$ cat src/pkg/mbsc_pkg.sv
/*
  mbsc_pkg: constants, bank states and the state record of the
  double-banked multiply-accumulate control block.
  assumes a single 125 MHz system clock and word-aligned register slots.
*/
`default_nettype none

package mbsc_pkg;

  // register indices; byte address is four times the index
  localparam logic [7:0] MBSC_IDX_AC0 = 8'he8;
  localparam logic [7:0] MBSC_IDX_ACCUM_TOP = 8'hec;
  localparam logic [7:0] MBSC_IDX_CONDITION = 8'hed;
  localparam logic [7:0] MBSC_IDX_IRQ_STATUS = 8'hee;
  localparam logic [7:0] MBSC_IDX_IRQ_MASK = 8'hef;
  localparam int MBSC_ACC_BYTES = 5;

  localparam logic [7:0] MBSC_SWAP_CMD = 8'h80;
  localparam logic [2:0] MBSC_HSIZE_WORD = 3'h2;
  localparam logic [1:0] MBSC_HTRANS_NONSEQ = 2'h2;

  // condition register fields
  localparam int MBSC_BANK_BIT = 4;
  localparam int MBSC_ENG_LSB = 2;
  localparam int MBSC_CPU_LSB = 0;

  // interrupt event bits
  localparam int MBSC_EV_DONE = 0;
  localparam int MBSC_EV_START = 1;

  localparam logic [7:0] MBSC_CONDITION_RESET = 8'h00;
  localparam logic [1:0] MBSC_IRQ_MASK_RESET = 2'h0;

  typedef enum logic [3:0]
  {
    MBSC_EMPTY = 4'b0001,
    MBSC_READY = 4'b0010,
    MBSC_BUSY = 4'b0100,
    MBSC_DONE = 4'b1000
  } mbsc_bank_type;

  typedef struct packed
  {
    logic ph_valid;
    logic ph_write;
    logic ph_hit;
    logic [7:0] ph_idx;
    logic hready;
    logic hresp;
    logic [31:0] hrdata;
    mbsc_bank_type cpu_st;
    mbsc_bank_type eng_st;
    logic sel;
    logic eng_bank;
    logic [1:0][39:0] acc;
    logic [1:0] irq_st;
    logic [1:0] irq_mask;
    logic irq;
    logic start;
  } mbsc_state_type;

  localparam mbsc_state_type MBSC_STATE_RESET = '{
    ph_valid: 1'b0, ph_write: 1'b0, ph_hit: 1'b0, ph_idx: 8'h00,
    hready: 1'b1, hresp: 1'b0, hrdata: 32'h00000000,
    cpu_st: MBSC_EMPTY, eng_st: MBSC_EMPTY,
    sel: MBSC_CONDITION_RESET[MBSC_BANK_BIT], eng_bank: 1'b1,
    acc: 80'h00000000000000000000,
    irq_st: 2'h0, irq_mask: MBSC_IRQ_MASK_RESET, irq: 1'b0, start: 1'b0};

endpackage

`default_nettype wire

$ cat src/mbsc_top.sv
/*
  mbsc_top: bank control of the multiply-accumulate unit, an AHB-Lite
  register slave holding two 40-bit accumulator banks, their states,
  the condition register and a masked interrupt.
  assumes the arithmetic engine sits on the same clock, takes a one-cycle
  start pulse with the bank number, and answers with a done pulse and
  its 40-bit result.
*/
//
// Behaviour
// (RQ1) top accumulator byte shows bits 39:32 of the cpu-side bank, read and write.
// (RQ2) reading the top accumulator byte empties the cpu-side bank.
// (RQ3) that read swaps banks when engine side done: cpu done, engine empty.
// (RQ4) writing the top accumulator byte moves cpu-side bank from empty to ready.
// (RQ5) a ready bank is swapped to an idle engine and computing starts.
// (RQ6) writing 80h to condition swaps when engine done and cpu empty.
// (RQ7) two banks 0 and 1; condition bit 4 names the cpu-side one.
// (RQ8) with both banks empty the cpu side returns to bank 0.
// (RQ9) bits 3:2 give engine side: 00 empty, 10 busy, 11 done.
// (RQ10) bits 1:0 give cpu side: 00 empty, 01 ready, 11 done.
// (RQ11) finished engine work stores result in its bank and marks it done.
// (RQ12) cpu-side done means an unread result sits in its accumulator.
// (RQ13) lower four accumulator bytes are separate registers, lowest holds bits 7:0.
// (RQ14) other condition writes leave bank states and selection alone.
`timescale 1ns/100ps
`default_nettype none

module mbsc_top
  import mbsc_pkg::*;
(
  input wire logic clk,
  input wire logic sys_rst,
  input wire logic ce,
  input wire logic hsel,
  input wire logic [31:0] haddr,
  input wire logic [1:0] htrans,
  input wire logic hwrite,
  input wire logic [2:0] hsize,
  input wire logic [31:0] hwdata,
  input wire logic hready,
  output logic hreadyout,
  output logic hresp,
  output logic [31:0] hrdata,
  input wire logic engine_done,
  input wire logic [39:0] engine_result,
  output logic engine_start,
  output logic engine_bank,
  output logic irq
);

  function automatic logic [1:0] mbsc_code(input mbsc_bank_type st, input logic eng);
    logic [1:0] c;
    c = 2'h0;
    case (st)
      MBSC_EMPTY: c = 2'h0;
      MBSC_READY: c = 2'h1;
      MBSC_BUSY: c = 2'h2;
      MBSC_DONE: c = 2'h3;
      default: c = 2'h0;
    endcase
    // codes 01 on the engine side and 10 on the cpu side never occur
    if (eng && c == 2'h1)
      c = 2'h0;
    if (!eng && c == 2'h2)
      c = 2'h0;
    return c;
  endfunction

  mbsc_state_type r;
  mbsc_state_type n;
  logic addr_take;
  logic rd_fire;
  logic wr_fire;
  logic top_rd;
  logic top_wr;
  logic cond_wr;
  logic [1:0] ev;
  logic [7:0] cond_val;
  logic [7:0] cpu_top;
  logic [7:0] wr_byte;

  assign addr_take = ce && hsel && hready && htrans == MBSC_HTRANS_NONSEQ;
  // reads get one wait state so that a write just before is already visible
  assign rd_fire = ce && r.ph_valid && !r.ph_write && !r.hready;
  assign wr_fire = ce && r.ph_valid && r.ph_write;
  assign top_rd = rd_fire && r.ph_hit && r.ph_idx == MBSC_IDX_ACCUM_TOP;
  assign top_wr = wr_fire && r.ph_hit && r.ph_idx == MBSC_IDX_ACCUM_TOP;
  assign cond_wr = wr_fire && r.ph_hit && r.ph_idx == MBSC_IDX_CONDITION;
  // plain views for the properties, so that $past sees whole signals
  assign cpu_top = r.acc[r.sel][39:32];
  assign wr_byte = hwdata[7:0];

  always_comb
  begin
    cond_val = MBSC_CONDITION_RESET;
    cond_val[MBSC_BANK_BIT] = r.sel; // [RQ7]
    cond_val[MBSC_ENG_LSB +: 2] = mbsc_code(r.eng_st, 1'b1); // [RQ9]
    cond_val[MBSC_CPU_LSB +: 2] = mbsc_code(r.cpu_st, 1'b0); // [RQ10]
  end

  always_comb
  begin
    n = r;
    ev = 2'h0;
    n.start = 1'b0;
    n.hresp = 1'b0;
    if (rd_fire || wr_fire)
      n.ph_valid = 1'b0;
    if (addr_take)
    begin
      n.ph_valid = 1'b1;
      n.ph_write = hwrite;
      // only aligned whole words inside the register window are mapped
      n.ph_hit = haddr[31:10] == 22'h000000 && haddr[1:0] == 2'h0 &&
                 hsize == MBSC_HSIZE_WORD;
      n.ph_idx = haddr[9:2];
      if (!hwrite)
        n.hready = 1'b0;
    end

    // engine completion comes first so a same-cycle read can swap it in
    if (engine_done && n.eng_st == MBSC_BUSY)
    begin
      n.acc[!n.sel] = engine_result; // [RQ11]
      n.eng_st = MBSC_DONE; // [RQ11]
      ev[MBSC_EV_DONE] = 1'b1;
    end

    if (rd_fire)
    begin
      n.hready = 1'b1;
      n.hrdata = 32'h00000000;
      if (r.ph_hit)
      begin
        for (int k = 0; k < MBSC_ACC_BYTES; k++)
        begin
          if (r.ph_idx == 8'(MBSC_IDX_AC0 + k))
            n.hrdata[7:0] = r.acc[r.sel][k * 8 +: 8]; // [RQ1] [RQ13] [RQ12]
        end
        case (r.ph_idx)
          MBSC_IDX_CONDITION: n.hrdata[7:0] = cond_val;
          MBSC_IDX_IRQ_STATUS: n.hrdata[1:0] = r.irq_st;
          MBSC_IDX_IRQ_MASK: n.hrdata[1:0] = r.irq_mask;
          default: n.hrdata[7:0] = n.hrdata[7:0];
        endcase
      end
    end

    if (wr_fire && r.ph_hit)
    begin
      for (int k = 0; k < MBSC_ACC_BYTES; k++)
      begin
        if (r.ph_idx == 8'(MBSC_IDX_AC0 + k))
          n.acc[n.sel][k * 8 +: 8] = hwdata[7:0]; // [RQ1] [RQ13]
      end
      if (r.ph_idx == MBSC_IDX_IRQ_MASK)
        n.irq_mask = hwdata[1:0];
      if (r.ph_idx == MBSC_IDX_IRQ_STATUS)
        n.irq_st = n.irq_st & ~hwdata[1:0];
    end

    if (top_wr && n.cpu_st == MBSC_EMPTY)
      n.cpu_st = MBSC_READY; // [RQ4]

    if (top_rd)
    begin
      n.cpu_st = MBSC_EMPTY; // [RQ2]
      if (n.eng_st == MBSC_DONE)
      begin
        n.sel = !n.sel; // [RQ3]
        n.cpu_st = MBSC_DONE; // [RQ3]
        n.eng_st = MBSC_EMPTY; // [RQ3]
      end
    end

    // any other value or state leaves the banks untouched
    if (cond_wr && hwdata[7:0] == MBSC_SWAP_CMD && n.eng_st == MBSC_DONE &&
        n.cpu_st == MBSC_EMPTY) // [RQ14]
    begin
      n.sel = !n.sel; // [RQ6]
      n.cpu_st = MBSC_DONE; // [RQ6]
      n.eng_st = MBSC_EMPTY; // [RQ6]
    end

    // a ready bank starts only if the engine side is empty here; a later swap marks the cpu side done and drops it
    if (n.cpu_st == MBSC_READY && n.eng_st == MBSC_EMPTY)
    begin
      n.sel = !n.sel; // [RQ5]
      n.eng_st = MBSC_BUSY; // [RQ5]
      n.cpu_st = MBSC_EMPTY; // [RQ5]
      n.start = 1'b1; // [RQ5]
      ev[MBSC_EV_START] = 1'b1;
    end

    if (n.cpu_st == MBSC_EMPTY && n.eng_st == MBSC_EMPTY)
      n.sel = 1'b0; // [RQ8]
    n.eng_bank = !n.sel;

    // a new event beats a clear written in the same cycle
    n.irq_st = n.irq_st | ev;
    n.irq = |(r.irq_st & r.irq_mask);
  end

  always_ff @(posedge clk)
  begin
    if (sys_rst)
      r <= MBSC_STATE_RESET;
    else if (ce)
      r <= n;
  end

  assign hreadyout = r.hready;
  assign hresp = r.hresp;
  assign hrdata = r.hrdata;
  assign engine_start = r.start;
  assign engine_bank = r.eng_bank;
  assign irq = r.irq;

  property p_top_read_empty;
    @(posedge clk) disable iff (sys_rst)
    (top_rd && r.eng_st != MBSC_DONE && !(engine_done && r.eng_st == MBSC_BUSY))
      |=> r.cpu_st == MBSC_EMPTY;
  endproperty
  a_top_read_empty: assert property (p_top_read_empty) // [RQ2]
    else $error("top byte read did not empty the cpu bank");

  property p_top_read_swap;
    @(posedge clk) disable iff (sys_rst)
    (top_rd && r.eng_st == MBSC_DONE)
      |=> r.cpu_st == MBSC_DONE && r.eng_st == MBSC_EMPTY && r.sel != $past(r.sel);
  endproperty
  a_top_read_swap: assert property (p_top_read_swap) // [RQ3]
    else $error("top byte read with engine done did not swap");

  property p_top_write_ready;
    @(posedge clk) disable iff (sys_rst)
    (top_wr && r.cpu_st == MBSC_EMPTY && r.eng_st == MBSC_BUSY && !engine_done)
      |=> r.cpu_st == MBSC_READY && r.eng_st == MBSC_BUSY && !engine_start;
  endproperty
  a_top_write_ready: assert property (p_top_write_ready) // [RQ4]
    else $error("top byte write did not mark the cpu bank ready");

  property p_top_write_start;
    @(posedge clk) disable iff (sys_rst)
    (top_wr && r.cpu_st == MBSC_EMPTY && r.eng_st == MBSC_EMPTY)
      |=> engine_start && r.eng_st == MBSC_BUSY && r.cpu_st == MBSC_EMPTY &&
          engine_bank == $past(r.sel);
  endproperty
  a_top_write_start: assert property (p_top_write_start) // [RQ5]
    else $error("write to an idle engine did not start it");

  property p_start_pulse;
    @(posedge clk) disable iff (sys_rst)
    (ce && engine_start) |-> r.eng_st == MBSC_BUSY ##1 !engine_start;
  endproperty
  a_start_pulse: assert property (p_start_pulse) // [RQ5]
    else $error("engine start without a busy engine bank");

  property p_cond_swap;
    @(posedge clk) disable iff (sys_rst)
    (cond_wr && hwdata[7:0] == 8'h80 && r.eng_st == MBSC_DONE && r.cpu_st == MBSC_EMPTY)
      |=> r.cpu_st == MBSC_DONE && r.eng_st == MBSC_EMPTY && r.sel != $past(r.sel);
  endproperty
  a_cond_swap: assert property (p_cond_swap) // [RQ6]
    else $error("swap command did not swap the banks");

  property p_cond_ignore;
    @(posedge clk) disable iff (sys_rst)
    (cond_wr && hwdata[7:0] != 8'h80 && !engine_done && r.cpu_st != MBSC_READY &&
     !(r.eng_st == MBSC_EMPTY && r.cpu_st == MBSC_EMPTY))
      |=> $stable(r.cpu_st) && $stable(r.eng_st) && $stable(r.sel);
  endproperty
  a_cond_ignore: assert property (p_cond_ignore) // [RQ14]
    else $error("condition write of another value changed the banks");

  property p_home_bank;
    @(posedge clk) disable iff (sys_rst)
    (r.cpu_st == MBSC_EMPTY && r.eng_st == MBSC_EMPTY) |-> !r.sel && engine_bank;
  endproperty
  a_home_bank: assert property (p_home_bank) // [RQ8]
    else $error("both banks empty but cpu side is not bank 0");

  property p_engine_done;
    @(posedge clk) disable iff (sys_rst)
    (ce && engine_done && r.eng_st == MBSC_BUSY && !top_rd && !cond_wr)
      |=> r.eng_st == MBSC_DONE && r.acc[!r.sel] == $past(engine_result);
  endproperty
  a_engine_done: assert property (p_engine_done) // [RQ11]
    else $error("engine completion not stored in its bank");

  property p_cond_read;
    @(posedge clk) disable iff (sys_rst)
    (rd_fire && r.ph_hit && r.ph_idx == MBSC_IDX_CONDITION)
      |=> hreadyout && hrdata[31:5] == 27'h0 && hrdata[4] == $past(r.sel) &&
          hrdata[3:2] != 2'h1 && hrdata[1:0] != 2'h2;
  endproperty
  a_cond_read: assert property (p_cond_read) // [RQ7] [RQ9] [RQ10]
    else $error("condition read shows a wrong bank or code");

  property p_read_wait;
    @(posedge clk) disable iff (sys_rst)
    (addr_take && !hwrite) |=> !hreadyout ##1 hreadyout;
  endproperty
  a_read_wait: assert property (p_read_wait) // [RQ1]
    else $error("read answer not given after one wait state");

  property p_irq_level;
    @(posedge clk) disable iff (sys_rst)
    (ce && (|(r.irq_st & r.irq_mask))) |=> irq;
  endproperty
  a_irq_level: assert property (p_irq_level)
    else $error("unmasked event did not raise the interrupt");

  property p_top_write_data;
    @(posedge clk) disable iff (sys_rst)
    top_wr |=> r.acc[$past(r.sel)][39:32] == $past(wr_byte);
  endproperty
  a_top_write_data: assert property (p_top_write_data) // [RQ1]
    else $error("top byte write did not land in the cpu bank");

  property p_low_write_data;
    @(posedge clk) disable iff (sys_rst)
    (wr_fire && r.ph_hit && r.ph_idx == MBSC_IDX_AC0)
      |=> r.acc[$past(r.sel)][7:0] == $past(wr_byte);
  endproperty
  a_low_write_data: assert property (p_low_write_data) // [RQ13]
    else $error("lowest byte write did not land in bits 7:0");

  property p_top_read_data;
    @(posedge clk) disable iff (sys_rst)
    top_rd |=> hrdata == {24'h000000, $past(cpu_top)};
  endproperty
  a_top_read_data: assert property (p_top_read_data) // [RQ1] [RQ12]
    else $error("top byte read returned the wrong bank bits");

  property p_state_legal;
    @(posedge clk) disable iff (sys_rst)
    r.eng_st != MBSC_READY && r.cpu_st != MBSC_BUSY;
  endproperty
  a_state_legal: assert property (p_state_legal) // [RQ9] [RQ10]
    else $error("bank state outside its legal set");

  property p_engine_bank;
    @(posedge clk) disable iff (sys_rst)
    engine_bank != r.sel;
  endproperty
  a_engine_bank: assert property (p_engine_bank) // [RQ7]
    else $error("engine bank equals the cpu-side bank");

  property p_done_event;
    @(posedge clk) disable iff (sys_rst)
    (ce && engine_done && r.eng_st == MBSC_BUSY) |=> r.irq_st[MBSC_EV_DONE];
  endproperty
  a_done_event: assert property (p_done_event)
    else $error("engine completion did not set its event bit");

endmodule

`default_nettype wire

$ cat config.mk
export PLATFORM = sky130hd
export DESIGN_NAME = mbsc_top
export DESIGN_NICKNAME = d
export VERILOG_FILES = /design/src/pkg/mbsc_pkg.sv /design/src/mbsc_top.sv
export SDC_FILE = /design/constraint.sdc
export NUM_CORES = 1
export LEC_CHECK = 0
export BUFFER_PORTS_ARGS = -buffer_cell sky130_fd_sc_hd__buf_4
export CAP_MARGIN = 10
export CORE_MARGIN = 8
export CORE_UTILIZATION = 58
export DETAILED_ROUTE_END_ITERATION = 7
export GPL_TIMING_DRIVEN = 0
export PLACE_DENSITY = 0.84
export SETUP_SLACK_MARGIN = 0.1
export SYNTH_ARGS = -nofsm -noshare
export SYNTH_HDL_FRONTEND = slang
export SYNTH_SLANG_ARGS = --single-unit
$ cat constraint.sdc
create_clock -name clk -period 3 [get_ports clk]
set_input_delay 0.45 -clock clk [delete_from_list [all_inputs] [get_ports clk]]
set_output_delay 0.45 -clock clk [all_outputs]
set_load 0.01 [all_outputs]
# [Yosys cells after proc, flatten, opt, wreduce, memory -nomap -nowiden]
# Cells that the tools add are included.
[word_totals] regBits=116 word_cells=150
[op_classes] reduce_logical=40 n_eq_ne=28 bitwise_logic=4 muxes=58 n_lt_le_gt_ge=4
[ops] op="2-to-1 mux 80 bit" count=10
[ops] op="bitwise mux 80 bit" count=6
[ops] op="demux 40 bit (select 1 bit)" count=6
[ops] op="2-to-1 mux 40 bit" count=4
[ops] op="2-to-1 mux 84 bit" count=1
[ops] op="equality test 8 bit (second input constant)" count=9
[ops] op="2-to-1 mux 8 bit" count=7
[ops] op="2-to-1 mux 9 bit" count=4
[ops] op="2-to-1 mux 32 bit" count=1
[ops] op="2-to-1 mux 24 bit" count=1
[ops] op="logical AND 1 bit" count=23
[ops] op="logical NOT 22 bit" count=1
[ops] op="equality test 4 x 1 -> 1 bit (second input constant)" count=5
[ops] op="one-hot mux 2 bit (3 select lines)" count=3
[ops] op="equality test 4 bit (second input constant)" count=4
[ops] op="2-to-1 mux 16 bit" count=1
[ops] op="equality test 4 x 2 -> 1 bit (second input constant)" count=3
[ops] op="2-to-1 mux 12 bit" count=1
[ops] op="equality test 4 x 3 -> 1 bit (second input constant)" count=2
[ops] op="2-to-1 mux 2 bit" count=4
[ops] op="2-to-1 mux 4 bit" count=2
[ops] op="logical NOT 1 bit" count=6
[ops] op="2-to-1 mux 1 bit" count=6
[ops] op="2-to-1 mux 6 bit" count=1
[ops] op="other kinds (15)" count=23

# [Depth between registers and ports, before layout]
# Gate-level depths: netlist (run 1).
[depth] ltp_word=23 mapped_depth=8

# [Least setup slack after synthesis (run 1)]
# OpenSTA, ideal clock, no wires.
[synth_path] path_kind="in2reg" start="input ce" end="register r, in the netlist engine_bank" arrival_time_ps=1796 n_path_buf=1 stages=7 required_ps=2867 slack_ps=1071 cell_sequence="buf_4 > nand4_2 > nor4_4 > nor4_1 > or3_1 > a31oi_1 > o211ai_1"
[synth_via] elab_chain_cells=17 elab_cells_between_ends=29
[synth_rtl] element="start, declared" line="mbsc_top.sv:33" rtl="input wire logic ce,"
[synth_rtl] element="logical AND 1 bit" line="mbsc_top.sv:84, mbsc_top.sv:85"
[synth_rtl] element="logical AND 1 bit, on equally long branches" line="mbsc_top.sv:85, mbsc_top.sv:84"
[synth_rtl] element="logical AND 1 bit, on equally long branches" line="mbsc_top.sv:87, mbsc_top.sv:88, mbsc_top.sv:84"
[synth_rtl] element="logical AND 1 bit, on equally long branches" line="mbsc_top.sv:87, mbsc_top.sv:86"
[synth_rtl] element="logical AND 1 bit, on equally long branches" line="mbsc_top.sv:162, mbsc_top.sv:86"
[synth_rtl] element="2-to-1 mux 4 bit or 2-to-1 mux 9 bit (tied branches)" line="mbsc_top.sv:162, mbsc_top.sv:165"
[synth_rtl] element="2-to-1 mux 9 bit or equality test 4 bit (tied branches)" line="mbsc_top.sv:165, mbsc_top.sv:177"
[synth_rtl] element="equality test 4 x 1 -> 1 bit or logical AND 1 bit (tied branches)" line="mbsc_top.sv:178, mbsc_top.sv:177"
[synth_rtl] element="logical AND 1 bit" line="mbsc_top.sv:177" rtl="if (cond_wr && hwdata[7:0] == MBSC_SWAP_CMD && n.eng_st == MBSC_DONE &&"
[synth_rtl] element="2-to-1 mux 9 bit" line="mbsc_top.sv:177"
[synth_rtl] element="equality test 4 x 2 -> 1 bit or equality test 4 x 1 -> 1 bit (tied branches)" line="mbsc_top.sv:186" rtl="if (n.cpu_st == MBSC_READY && n.eng_st == MBSC_EMPTY)"
[synth_rtl] element="logical AND 1 bit" line="mbsc_top.sv:186"
[synth_rtl] element="2-to-1 mux 9 bit" line="mbsc_top.sv:186"
[synth_rtl] element="equality test 4 x 1 -> 1 bit" line="mbsc_top.sv:195" rtl="if (n.cpu_st == MBSC_EMPTY && n.eng_st == MBSC_EMPTY)"
[synth_rtl] element="logical AND 1 bit" line="mbsc_top.sv:195"
[synth_rtl] element="2-to-1 mux 1 bit" line="mbsc_top.sv:195"
[synth_rtl] element="logical NOT 1 bit" line="mbsc_top.sv:197" rtl="n.eng_bank = !n.sel;"
[synth_rtl] element="end signal, assigned" line="mbsc_top.sv:209" rtl="r <= n;"
[synth_rtl] element="end, declared" line="mbsc_top.sv:69" rtl="mbsc_state_type r;"
# Several ways; a longest one is shown, not always the timed one.
# A chain may end at the register's enable or synchronous reset.

# [Final worst setup path (run 1)]
[layout_path] start="register r, in the netlist cond_val[4]" end="register r[10] (netlist bit)"
[layout_via] elab_chain_cells=22 elab_cells_between_ends=32
[layout_rtl] element="logical NOT 1 bit" line="mbsc_top.sv:124" rtl="n.acc[!n.sel] = engine_result;"
[layout_rtl] element="< comparator 1 x 2 -> 1 bit (implied by the code) or >= comparator 1 bit (tied branches)" line="mbsc_top.sv:124"
[layout_rtl] element="logical AND 1 bit (implied by the code)" line="mbsc_top.sv:124"
[layout_rtl] element="2-to-1 mux 40 bit (implied by the code)" line="mbsc_top.sv:124"
[layout_rtl] element="demux 40 bit (select 1 bit)" line="mbsc_top.sv:124"
[layout_rtl] element="bitwise mux 80 bit" line="mbsc_top.sv:124"
[layout_rtl] element="2-to-1 mux 80 bit" line="mbsc_top.sv:122" rtl="if (engine_done && n.eng_st == MBSC_BUSY)"
[layout_rtl] element="bitwise mux 80 bit" line="mbsc_top.sv:154" rtl="n.acc[n.sel][k * 8 +: 8] = hwdata[7:0];"
[layout_rtl] element="[... 6 more ...]"
[layout_rtl] element="2-to-1 mux 80 bit" line="mbsc_top.sv:153" rtl="if (r.ph_idx == 8'(MBSC_IDX_AC0 + k))"
[layout_rtl] element="2-to-1 mux 80 bit" line="mbsc_top.sv:149" rtl="if (wr_fire && r.ph_hit)"
[layout_rtl] element="bitwise mux 80 bit" line="mbsc_top.sv:154"
[layout_rtl] element="2-to-1 mux 80 bit" line="mbsc_top.sv:153"
[layout_rtl] element="2-to-1 mux 80 bit" line="mbsc_top.sv:149"
[layout_rtl] element="bitwise mux 80 bit" line="mbsc_top.sv:154"
[layout_rtl] element="2-to-1 mux 80 bit" line="mbsc_top.sv:153"
[layout_rtl] element="2-to-1 mux 84 bit (*)" line="mbsc_top.sv:149"
# Mark *: on every way between the ends. The rest lies on a longest branch, timed or not. The select of a mux whose other input is x is not followed.

==> results of run 1 <==
[layer usage]
| layer | track usage (%) | vias up |
|---|---|---|
| met2 | 49.2 | 545 |
| met4 | 16.6 | 0 |
| met3 | 9.39 | 113 |
| li1 | - | 2856 |
| met5 | 0 | - |
| met1 | 36.7 | 3069 |
[synthesized netlist by cell type (all sizes together), types with 3 or more instances]
cell / count / area (um^2)
nand2: 33 / 139
mux2: 7 / 78.8
o21ai: 14 / 73.8
o221ai: 3 / 26.3
a22o: 14 / 123
a21oi: 71 / 385
inv: 12 / 45.0
a211oi: 23 / 173
o31ai: 3 / 22.5
nand4: 4 / 31.3
a221oi: 4 / 35.0
mux4: 12 / 270
buf: 53 / 343
xnor2: 3 / 26.3
nor4b: 5 / 65.1
and2: 10 / 62.6
a22oi: 14 / 105
and3: 3 / 18.8
dfxtp: 116 / 2320
nor3: 9 / 67.6
nor2: 86 / 333
nor4: 12 / 90.1
o41ai: 3 / 26.3
clkbuf: 35 / 131
nand3: 11 / 70.1
o221a: 48 / 541
a31oi: 5 / 31.3
nor2b: 9 / 56.3
o22ai: 21 / 131
mux2i: 14 / 140
[report_power, final]
group	internal [mW]	leakage, nW	switching (mW)
Clock	1.39	0.294	0.756
Sequential	1.54	0.935	0.00360
Combinational	0.136	1.94	0.177
[path summary, 6_finish.rpt]
path / to / slack (ns) / cells after the start
setup / recovery: r[10] / 0.56 / 6
hold / removal: r[137] / 0.17 / 3
setup reg to reg: r[10] / 0.56 / 6
hold reg to reg: hrdata[1] / 0.46 / 2
[worst min-delay path, delay by kind of cell]
kind,cells,cell delay [ns]
multiplexers,1,0.05
AND/OR/NAND/NOR,1,0.08
buffers and inverters,1,0.08
[cell type report]
cell class	count	area share, %
plain buffers	88	6.01
well taps	140	2.22
flip-flops and latches	116	29.4
inverters	12	0.571
repair buffers	101	9.61
clock buffers	20	5.64
clock inverters	12	2.25
multi-input cells	496	44.3
[cell families (layout without fill, tap and decap cells)]
group | Yosys count | count (layout) | share of synthesized area [%]
AO/OA/AOI/OAI | 237 | 237 | 28.8
XOR/XNOR | 4 | 4 | 0.561
buffers and inverters | 100 | 233 | 8.31
flip-flops | 116 | 116 | 37.2
multiplexers | 33 | 33 | 7.83
other | 1 | 25 | 0.0600
AND/OR/NAND/NOR | 197 | 197 | 17.3
[through the flow]
| step | hold WS, ns | setup WS (ns) | util (%) | std cells |
|---|---|---|---|---|
| final | 0.165 | 0.565 | 73.8 | 985 |
| after global routing | 0.170 | 0.482 | 73.8 | 985 |
| after CTS | 0.160 | 0.658 | 73.8 | 985 |
| after detailed placement | 0.448 | 0.604 | 68.0 | 953 |
| after global placement | 0.443 | 0.639 | 68.0 | 953 |
| after floorplan | 0.421 | 1.07 | - | 712 |
[layout by cell type (no fill, tap or decap), drive strengths merged, types with 21 or more instances in the layout]
cell,n
nand2,33
o221a,48
a211oi,23
buf,154
o22ai,21
nor2,86
dfxtp,116
conb,25
clkbuf,55
a21oi,71
[registers in the layout (all words and copies together), names as in the netlist]
signal and cells:
r 103, hrdata 8, cond_val 1, engine_bank 1, engine_start 1, hreadyout 1
irq 1
==> results.py, run 1 <==
metrics = {
    "outcome": {
        "status": "finished, final reports clean",
    },
    "detailed_routing": {
        "drcViolationCount": 0,
        "routedLengthMet1_um": 8510,
        "dr.max_layer_used": "met4",
        "drt.antenna.violating_nets": 0,
        "wl_per_cell_um": 23.0,
        "met3_wirelength_um": 2760,
        "routed-via-count": 6583,
        "post_drt_via_cell_ratio": 6.68,
        "drt-pass1-iter-count": 5,
        "drtIter0Drc": 805,
        "met2WireLength_um": 10400,
        "drt-total-wl_um": 22700,
    },
    "global_routing": {
        "pin_count_of_the_biggest_net_entering_global_routing": 17,
        "antenna_found_initial": 0,
        "grt_first_pass_wirelength_um": 35100,
        "vias_in_the_first_global_route": 6363,
        "globalRouteTotalUtil_pct": 30.9,
        "globalRouteOverflowTotal": 0,
    },
    "clock_tree": {
        "clock-sinks": 116,
        "max-clock-path-buffers": 2,
        "cts_resized": 0,
        "post-cts-setup-buffers": 0,
        "cts_tree": "done",
        "clk_pin_slew_worst_paths_ns": 0.06,
        "numCtsBuffers": 17,
        "htreeDepth": 4,
        "later_pin_clock_latency_in_the_skew_report_ns": 0.53,
        "cts.root.buffer_cell": "sky130_fd_sc_hd__clkbuf_8",
        "cts_hold_buf": 0,
    },
    "pwr": {
        "p_total_mw": 4.01,
        "power.density_cell_area_nw_per_um2": 508,
        "power.static_leakage_nw": 3.16,
        "vdd_ir_drop_max_v": 0.000268,
    },
    "worst_hold_path": {
        "worst_hold_startpoint": "haddr[9]",
        "worstHoldPathType": "in2reg",
    },
    "floorplan": {
        "chipWidth_um": 120,
        "die-height_um": 120,
        "dieArea_um2": 14300,
        "rows": 38,
        "placeableCoreArea_um2": 10700,
        "initial_core_util_pct": 58.4,
        "top_level_ports": 153,
    },
    "placement": {
        "place_hpwl_um": 16500,
        "routabilityCongestion": 0.948,
        "placed_cell_area_um2": 7270,
        "numPortBuffers": 101,
    },
    "worst_setup_path": {
        "timing.critical_path.fanout_max": 10,
        "worstReg2RegStart": "cond_val[4]",
        "critPathArrivalTime_ns": 2.87,
        "critical_path_cell_by_cell": "buf_2 -> buf_2 -> nand3_1 -> a21oi_2 -> nor2_1 -> a211oi_1",
        "cp_data_required_time_ns": 3.43,
        "critPathLaunch": "cond_val[4]",
        "cp_slowest_cell": "sky130_fd_sc_hd__a21oi_2",
        "path_buf_inv": 2,
        "crit_top_cell": "sky130_fd_sc_hd__buf_2",
        "setup.worst_path.start_class": "flop",
        "worstSetupPathType": "reg2reg",
        "cpPeakStageDelay_ns": 0.52,
        "setup.worst_path.end_class": "flop",
        "crit_family": "compound AO/OA/AOI/OAI gates",
    },
    "synth": {
        "synth.yosys.seq_area_share_pct": 37.2,
        "number_of_flops_mapped_to_enable_cells_by_yosys": 0,
        "synth_cell_type_count": 68,
        "syn_inst": 688,
        "ys_async_sr_fraction_pct": 0,
        "post_synth.cell_area_avg_um2": 9.08,
        "ys_ff_latch": 116,
        "postSynth.topFlopCell": "sky130_fd_sc_hd__dfxtp_1",
        "synth.yosys.warnings": 0,
        "synth.cell_area_um2": 6250,
    },
    "layout": {
        "antenna_cells_inserted": 0,
        "layout.nets": 948,
        "multi_input_combinational_cell_area_um2": 3500,
        "area.sequential_um2": 2320,
        "post_route_cells_drive_above_1_share_pct": 32.8,
        "num-fill-cells": 805,
        "area_growth_pct": 26.4,
        "postLayoutCellArea_um2": 7890,
    },
    "timing": {
        "finClkSkew_ns": 0.00717,
        "max_slew_violation_count": 0,
        "final.setup.tns_ns": 0,
        "worst_slew_margin_rel_pct": 46.1,
        "grt_setup_unrepaired": "no",
        "final_period_minus_worst_setup_slack_ns": 2.44,
        "final-hold-violation-count": 0,
        "max_freq_ghz": 0.411,
        "post-route-period-util_pct": 81.2,
        "finalSetupViolations": 0,
        "least_margin_pin_slew_ns": 0.809,
    },
    "flow_run": {
        "cap_violations": 0,
    },
}
Note: power is estimated with default switching activity, not from simulation.
==> run 2: changes to the inputs <==
- ABC_AREA: default -> 1
- CORE_UTILIZATION: 58 -> 50
- PLACE_DENSITY: 0.84 -> 0.75
- clock period: 3 -> 1.95 ns (I/O delays scaled with it)
==> results.py, run 2 <==
metrics = {
    "outcome": {
        "status": "finished, violations left",
        "violations_in_the_final_reports": "negative setup slack",
    },
    "timing": {
        "max_freq_ghz": 0.473,
        "final_period_minus_worst_setup_slack_ns": 2.11,
        "max_slew_violation_count": 0,
        "final.setup.tns_ns": -1.80,
        "grt_setup_unrepaired": "yes",
        "worst_slew_margin_rel_pct": 37.8,
        "post-route-worst-setup-slack_ns": -0.164,
        "finalSetupViolations": 17,
        "final-hold-violation-count": 0,
        "finClkSkew_ns": 0.00822,
        "post-route-period-util_pct": 108,
        "least_margin_pin_slew_ns": 0.934,
        "hold-worst-slack_ns": 0.0921,
    },
    "clock_tree": {
        "later_pin_clock_latency_in_the_skew_report_ns": 0.43,
        "cts_tree": "done",
        "numCtsBuffers": 17,
        "cts_hold_buf": 0,
        "clock-sinks": 116,
        "clk_pin_slew_worst_paths_ns": 0.06,
        "htreeDepth": 4,
        "max-clock-path-buffers": 2,
        "cts.root.buffer_cell": "sky130_fd_sc_hd__clkbuf_16",
    },
    "synth": {
        "post_synth_and_or_nand_nor_area_fraction_pct": 26.1,
        "synth_cell_type_count": 48,
        "ys_ff_latch": 116,
        "synth.cell_area_um2": 7270,
        "postSynth.topFlopCell": "sky130_fd_sc_hd__dfxtp_1",
        "synth_xor_area_share_pct": 0,
        "synth.yosys.warnings": 0,
        "ys_async_sr_fraction_pct": 0,
        "ys_top_cells_by_area": "sky130_fd_sc_hd__dfxtp_1, sky130_fd_sc_hd__nand2_1, sky130_fd_sc_hd__o211ai_1",
        "synth.yosys.seq_area_share_pct": 31.9,
        "combinational_family_with_the_most_area_after_synthesis": "compound AO/OA/AOI/OAI gates",
        "synth_top_cell_area_share_pct": 31.9,
        "number_of_flops_mapped_to_enable_cells_by_yosys": 0,
        "yosysMostFrequentCell": "sky130_fd_sc_hd__nand2_1",
        "synth_compound_gate_area_share_pct": 28.0,
        "synth_top_cells_by_count": "sky130_fd_sc_hd__nand2_1, sky130_fd_sc_hd__inv_1, sky130_fd_sc_hd__dfxtp_1",
        "post_synth.cell_area_avg_um2": 6.61,
        "synthAdderAreaFrac_pct": 0,
        "yosys.area.top_type": "sky130_fd_sc_hd__dfxtp_1",
        "syn_inst": 1101,
        "synthMuxAreaShare_pct": 0,
    },
    "worst_setup_path": {
        "worstReg2RegStart": "r[130]",
        "timing.reg2reg.setup_slack_ns": -0.16,
        "setup.worst_path.end_class": "flop",
        "reg2reg_depth": 14,
        "timing.critical_path.fanout_max": 5,
        "worst_r2r_endpoint": "engine_bank",
        "critPathArrivalTime_ns": 2.44,
        "worstSetupPathType": "reg2reg",
        "cp_data_required_time_ns": 2.28,
        "setup.worst_path.start_class": "flop",
    },
    "global_routing": {
        "globalRouteTotalUtil_pct": 29.5,
        "pin_count_of_the_biggest_net_entering_global_routing": 17,
        "vias_in_the_first_global_route": 8013,
        "antenna_found_initial": 0,
        "grt_first_pass_wirelength_um": 42800,
        "globalRouteOverflowTotal": 0,
    },
    "detailed_routing": {
        "drt.antenna.violating_nets": 0,
        "drt-pass1-iter-count": 6,
        "post_drt_via_cell_ratio": 5.97,
        "wl_per_cell_um": 20.1,
        "drcViolationCount": 0,
        "routed-via-count": 8967,
        "drt-total-wl_um": 30200,
        "drtIter0Drc": 1173,
    },
    "layout": {
        "largest_register_ff_count": 103,
        "postLayoutCellArea_um2": 10500,
        "regMostFlops": "r",
        "layout_commonest_cell": "sky130_fd_sc_hd__nand2_1",
        "area_growth_pct": 44.4,
        "num-fill-cells": 1116,
        "layout.cells.most_common_list": "sky130_fd_sc_hd__nand2_1, sky130_fd_sc_hd__buf_4, sky130_fd_sc_hd__dfxtp_1",
        "layout.nets": 1421,
        "final_core_util_pct": 73.1,
        "post_route_cells_drive_above_1_share_pct": 32.9,
        "antenna_cells_inserted": 0,
    },
    "floorplan": {
        "initial_core_util_pct": 50.6,
        "chipWidth_um": 137,
        "placeableCoreArea_um2": 14400,
        "dieArea_um2": 18700,
        "rows": 44,
        "top_level_ports": 153,
        "die-height_um": 137,
    },
    "placement": {
        "routabilityCongestion": 1.01,
        "placed_cell_area_um2": 8330,
        "dp_worst_setup_slack_ns": -0.422,
        "numPortBuffers": 98,
        "place_hpwl_um": 19500,
    },
    "worst_hold_path": {
        "worstHoldPathType": "in2reg",
        "hold-path-cell-count": 3,
        "hold_path_end": "r[134]",
        "worst_hold_startpoint": "haddr[6]",
    },
    "pwr": {
        "power.static_leakage_nw": 4.36,
        "vdd_ir_drop_max_v": 0.000593,
        "power.density_cell_area_nw_per_um2": 624,
    },
    "flow_run": {
        "cap_violations": 0,
    },
}
[run 2: cell types whose count changed in the layout (fill, tap and decap cells not counted), moves of 21 or more]
cell,previous run,this run
sky130_fd_sc_hd__nor2_1,84,57
sky130_fd_sc_hd__o211ai_1,2,82
sky130_fd_sc_hd__o21ai_0,11,45
sky130_fd_sc_hd__nand2_1,27,241
sky130_fd_sc_hd__a211oi_1,23,2
sky130_fd_sc_hd__nor2_4,1,22
sky130_fd_sc_hd__buf_4,135,176
sky130_fd_sc_hd__inv_1,11,101
sky130_fd_sc_hd__buf_6,0,21
sky130_fd_sc_hd__o221a_2,48,0
[run 2: cell type report]
| type | count | area, um^2 | area share, % |
|---|---|---|---|
| Buffer | 96 | 624 | 5.94 |
| Sequential cell | 116 | 2340 | 22.3 |
| Timing Repair Buffer | 160 | 1340 | 12.7 |
| Multi-Input combinational cell | 781 | 4790 | 45.6 |
| Inverter | 133 | 541 | 5.15 |
| Tap cell | 184 | 230 | 2.19 |
| Clock buffer | 21 | 470 | 4.48 |
| Clock inverter | 11 | 173 | 1.64 |
[run 2: power by group]
part	internal, mW	switching (mW)	total, mW
sequential	2.40	0.0298	2.43
combinational	0.263	0.426	0.688
clock	2.24	1.19	3.44
total	4.91	1.65	6.55
[run 2: metal layers]
layer  routed length (um)  GRT usage (%)  up-vias
met5                    0              0        -
met4                 2050           17.8        0
met3                 3350           5.91      184
met2                13700           47.6      615
met1                11100           35.7     4071
li1                     -              -     4097
[run 2: per-stage QoR]
step / total power, mW / cells
floorplan: 2.77 / 1125
global placement: 3.06 / 1407
detailed placement: 3.06 / 1407
CTS: 6.48 / 1467
global route: 6.68 / 1502
finish: 6.55 / 1502
[run 2: critical path, stage by stage, from the launching register on]
cell	delay (ns)
sky130_fd_sc_hd__dfxtp_4	0.36
sky130_fd_sc_hd__nor2_4	0.14
sky130_fd_sc_hd__nand2_4	0.08
sky130_fd_sc_hd__nor2_8	0.21
sky130_fd_sc_hd__inv_4	0.06
sky130_fd_sc_hd__nor2_4	0.19
sky130_fd_sc_hd__nand2_2	0.11
sky130_fd_sc_hd__nand2_4	0.12
sky130_fd_sc_hd__nand3_4	0.14
sky130_fd_sc_hd__o21ai_2	0.11
sky130_fd_sc_hd__nand3_2	0.14
sky130_fd_sc_hd__nand2_2	0.12
sky130_fd_sc_hd__nand3_4	0.10
sky130_fd_sc_hd__nand2_1	0.07
sky130_fd_sc_hd__nand2_1	0.05
[run 2: worst max path at each step]
stage / depth (start not counted) / startpoint / slack [ns] / endpoint
3_5_place_dp: 15 / hwdata[5] / -0.42 / engine_bank
3_3_place_gp: 15 / hwdata[5] / -0.45 / engine_bank
2_1_floorplan: 16 / ce / 0.17 / engine_bank
4_1_cts: 14 / r[134] / -0.01 / hrdata[2]
6_report: 14 / r[130] / -0.16 / engine_bank
5_1_grt: 14 / r[130] / -0.28 / r[93]
[run 2: cell families after synthesis]
| group | Yosys count |
|---|---|
| AOI/OAI and AO/OA | 325 |
| buffers and inverters | 229 |
| DFF | 116 |
| other | 1 |
| and+or+nand+nor | 430 |
[run 2: repair_timing]
item                       in CTS  in global routing
setup endpoints to repair      97                 96
gates cloned                    2                  5
buffers inserted               26                 31
pin swaps                      30                 67
gates resized for setup       144                145
hold endpoints to repair        0                  0
==> run 3: changes to the inputs <==
- CORE_MARGIN: 8 -> 5
- CTS_BUF_LIST: default -> sky130_fd_sc_hd__clkbuf_16
==> results.py, run 3 (synthesized netlist as in run 2, its figures left out) <==
metrics = {
    "timing": {
        "grt_setup_unrepaired": "yes",
        "post-route-period-util_pct": 105,
        "max_slew_violation_count": 0,
        "final-hold-violation-count": 0,
        "hold-worst-slack_ns": 0.0982,
        "max_freq_ghz": 0.486,
        "final_period_minus_worst_setup_slack_ns": 2.06,
        "finalSetupViolations": 28,
        "post-route-worst-setup-slack_ns": -0.107,
        "least_margin_pin_slew_ns": 0.894,
        "finClkSkew_ns": 0.00811,
        "worst_slew_margin_rel_pct": 40.4,
    },
    "global_routing": {
        "grt_first_pass_wirelength_um": 42000,
        "busiest_layer": "met2",
        "grt_util_met2_pct": 50.9,
        "globalRouteTotalUtil_pct": 31.8,
        "globalRouteOverflowTotal": 0,
        "pin_count_of_the_biggest_net_entering_global_routing": 17,
        "global_route.usage.met3_pct": 8.13,
        "vias_in_the_first_global_route": 7960,
        "use_met1_pct": 39.7,
        "antenna_found_initial": 0,
    },
    "detailed_routing": {
        "routed-via-count": 8881,
        "post_drt_via_cell_ratio": 5.92,
        "drt-pass1-iter-count": 8,
        "drtIter0Drc": 1311,
        "drt.antenna.violating_nets": 0,
        "drt-total-wl_um": 28400,
        "drcViolationCount": 0,
        "wl_per_cell_um": 19.0,
    },
    "clock_tree": {
        "cts_tree": "done",
        "clk_pin_slew_worst_paths_ns": 0.05,
        "numCtsBuffers": 17,
        "htreeDepth": 4,
        "max-clock-path-buffers": 2,
        "cts.root.buffer_cell": "sky130_fd_sc_hd__clkbuf_16",
        "later_pin_clock_latency_in_the_skew_report_ns": 0.42,
        "clock-sinks": 116,
    },
    "worst_setup_path": {
        "timing.reg2reg.setup_slack_ns": -0.11,
        "worstSetupPathType": "reg2reg",
        "setup.worst_path.start_class": "flop",
        "cp_data_required_time_ns": 2.28,
        "cp_slowest_cell": "sky130_fd_sc_hd__dfxtp_2",
        "critPathArrivalTime_ns": 2.38,
        "setup.worst_path.end_class": "flop",
        "cpPeakStageDelay_ns": 0.35,
        "timing.critical_path.fanout_max": 8,
        "critical_path_cell_by_cell": "nor2_4 -> nand2_2 -> nor2_8 -> inv_4 -> buf_4 -> buf_12 -> nor3_4 -> inv_2 -> a21oi_4 -> nor2_1 -> a311oi_1",
    },
    "placement": {
        "dp.cells": 1407,
        "placed_cell_area_um2": 8330,
        "place_hpwl_um": 19100,
        "numPortBuffers": 98,
        "routabilityCongestion": 0.967,
    },
    "layout": {
        "layout_commonest_cell": "sky130_fd_sc_hd__nand2_1",
        "layout.cells.most_common_list": "sky130_fd_sc_hd__nand2_1, sky130_fd_sc_hd__buf_4, sky130_fd_sc_hd__inv_1",
        "fin_cells": 1499,
        "area_growth_pct": 40.1,
        "post_route_cells_drive_above_1_share_pct": 31.6,
        "layout.nets": 1420,
        "final_core_util_pct": 70.7,
        "antenna_cells_inserted": 0,
        "postLayoutCellArea_um2": 10200,
        "largest_register_ff_count": 103,
        "regMostFlops": "r",
    },
    "worst_hold_path": {
        "worstHoldPathType": "in2reg",
    },
    "pwr": {
        "power.static_leakage_nw": 4.30,
        "pwr-share-clk_pct": 47.0,
        "power.density_cell_area_nw_per_um2": 575,
        "power.switching_mw": 1.51,
        "p_total_mw": 5.86,
        "pwr-share-seq_pct": 41.5,
        "internal-power_mw": 4.35,
        "combPwrFrac_pct": 11.6,
        "netSwitchingFraction_pct": 25.8,
        "vdd_ir_drop_max_v": 0.000580,
    },
    "floorplan": {
        "initial_core_util_pct": 50.4,
        "chipWidth_um": 131,
        "placeableCoreArea_um2": 14400,
        "top_level_ports": 153,
        "rows": 44,
        "dieArea_um2": 17100,
        "die-height_um": 131,
    },
    "outcome": {
        "violations_in_the_final_reports": "negative setup slack",
        "status": "finished, violations left",
    },
    "flow_run": {
        "cap_violations": 0,
    },
}
## run 3: power by group through the flow
stage	clock network, mW	registers (mW)	logic (mW)
5_1_grt	2.86	2.43	0.717
3_5_place_dp	0	2.47	0.578
3_3_place_gp	0	2.47	0.578
4_1_cts	2.75	2.43	0.614
2_1_floorplan	0	2.47	0.302
6_report	2.75	2.43	0.679
## run 3: metrics by stage
| stage | setup TNS (ns) | setup slack (ns) |
|---|---|---|
| floorplan | 0 | 0.166 |
| global placement | -17.63 | -0.544 |
| detailed placement | -17.80 | -0.503 |
| CTS | -0.0595 | -0.0158 |
| global route | -4.94 | -0.226 |
| finish | -1.20 | -0.107 |
## run 3: final cells by class
class / instances / area (um^2)
tap: 184 / 230
fill: 1210 / 4230
timing repair buffer: 159 / 1240
multi-input combinational: 781 / 4680
buffer: 96 / 666
clock inverter: 13 / 80.1
clock buffer: 17 / 425
sequential: 116 / 2340
inverter: 133 / 534
## run 3: final timing paths
check,cells past startpoint,end,from
max reg2reg,11,r[42],r[130]
max,11,r[42],r[130]
min reg2reg,2,hrdata[6],hrdata[6]
min,3,r[135],haddr[7]
## run 3: metal layers
metal  routed length [um]  vias up
met1                10500     4027
met5                    0        -
li1                     -     4089
met4                 1790        0
met2                12800      610
met3                 3280      155
## run 3: repair_timing
action	CTS	global route
hold buffers	0	0
setup buffers	26	32
gates resized for setup	128	162
gates cloned	2	2
hold endpoints to repair	0	0
endpoints found under the setup margin	97	97
pin swaps	29	60
## run 3: worst max-delay path: cells and delay by family (launching register included)
family	cells	cell delay [ns]
AOI/OAI and AO/OA	2	0.54
and+or+nand+nor	5	0.65
DFF	1	0.35
buffers and inverters	4	0.42
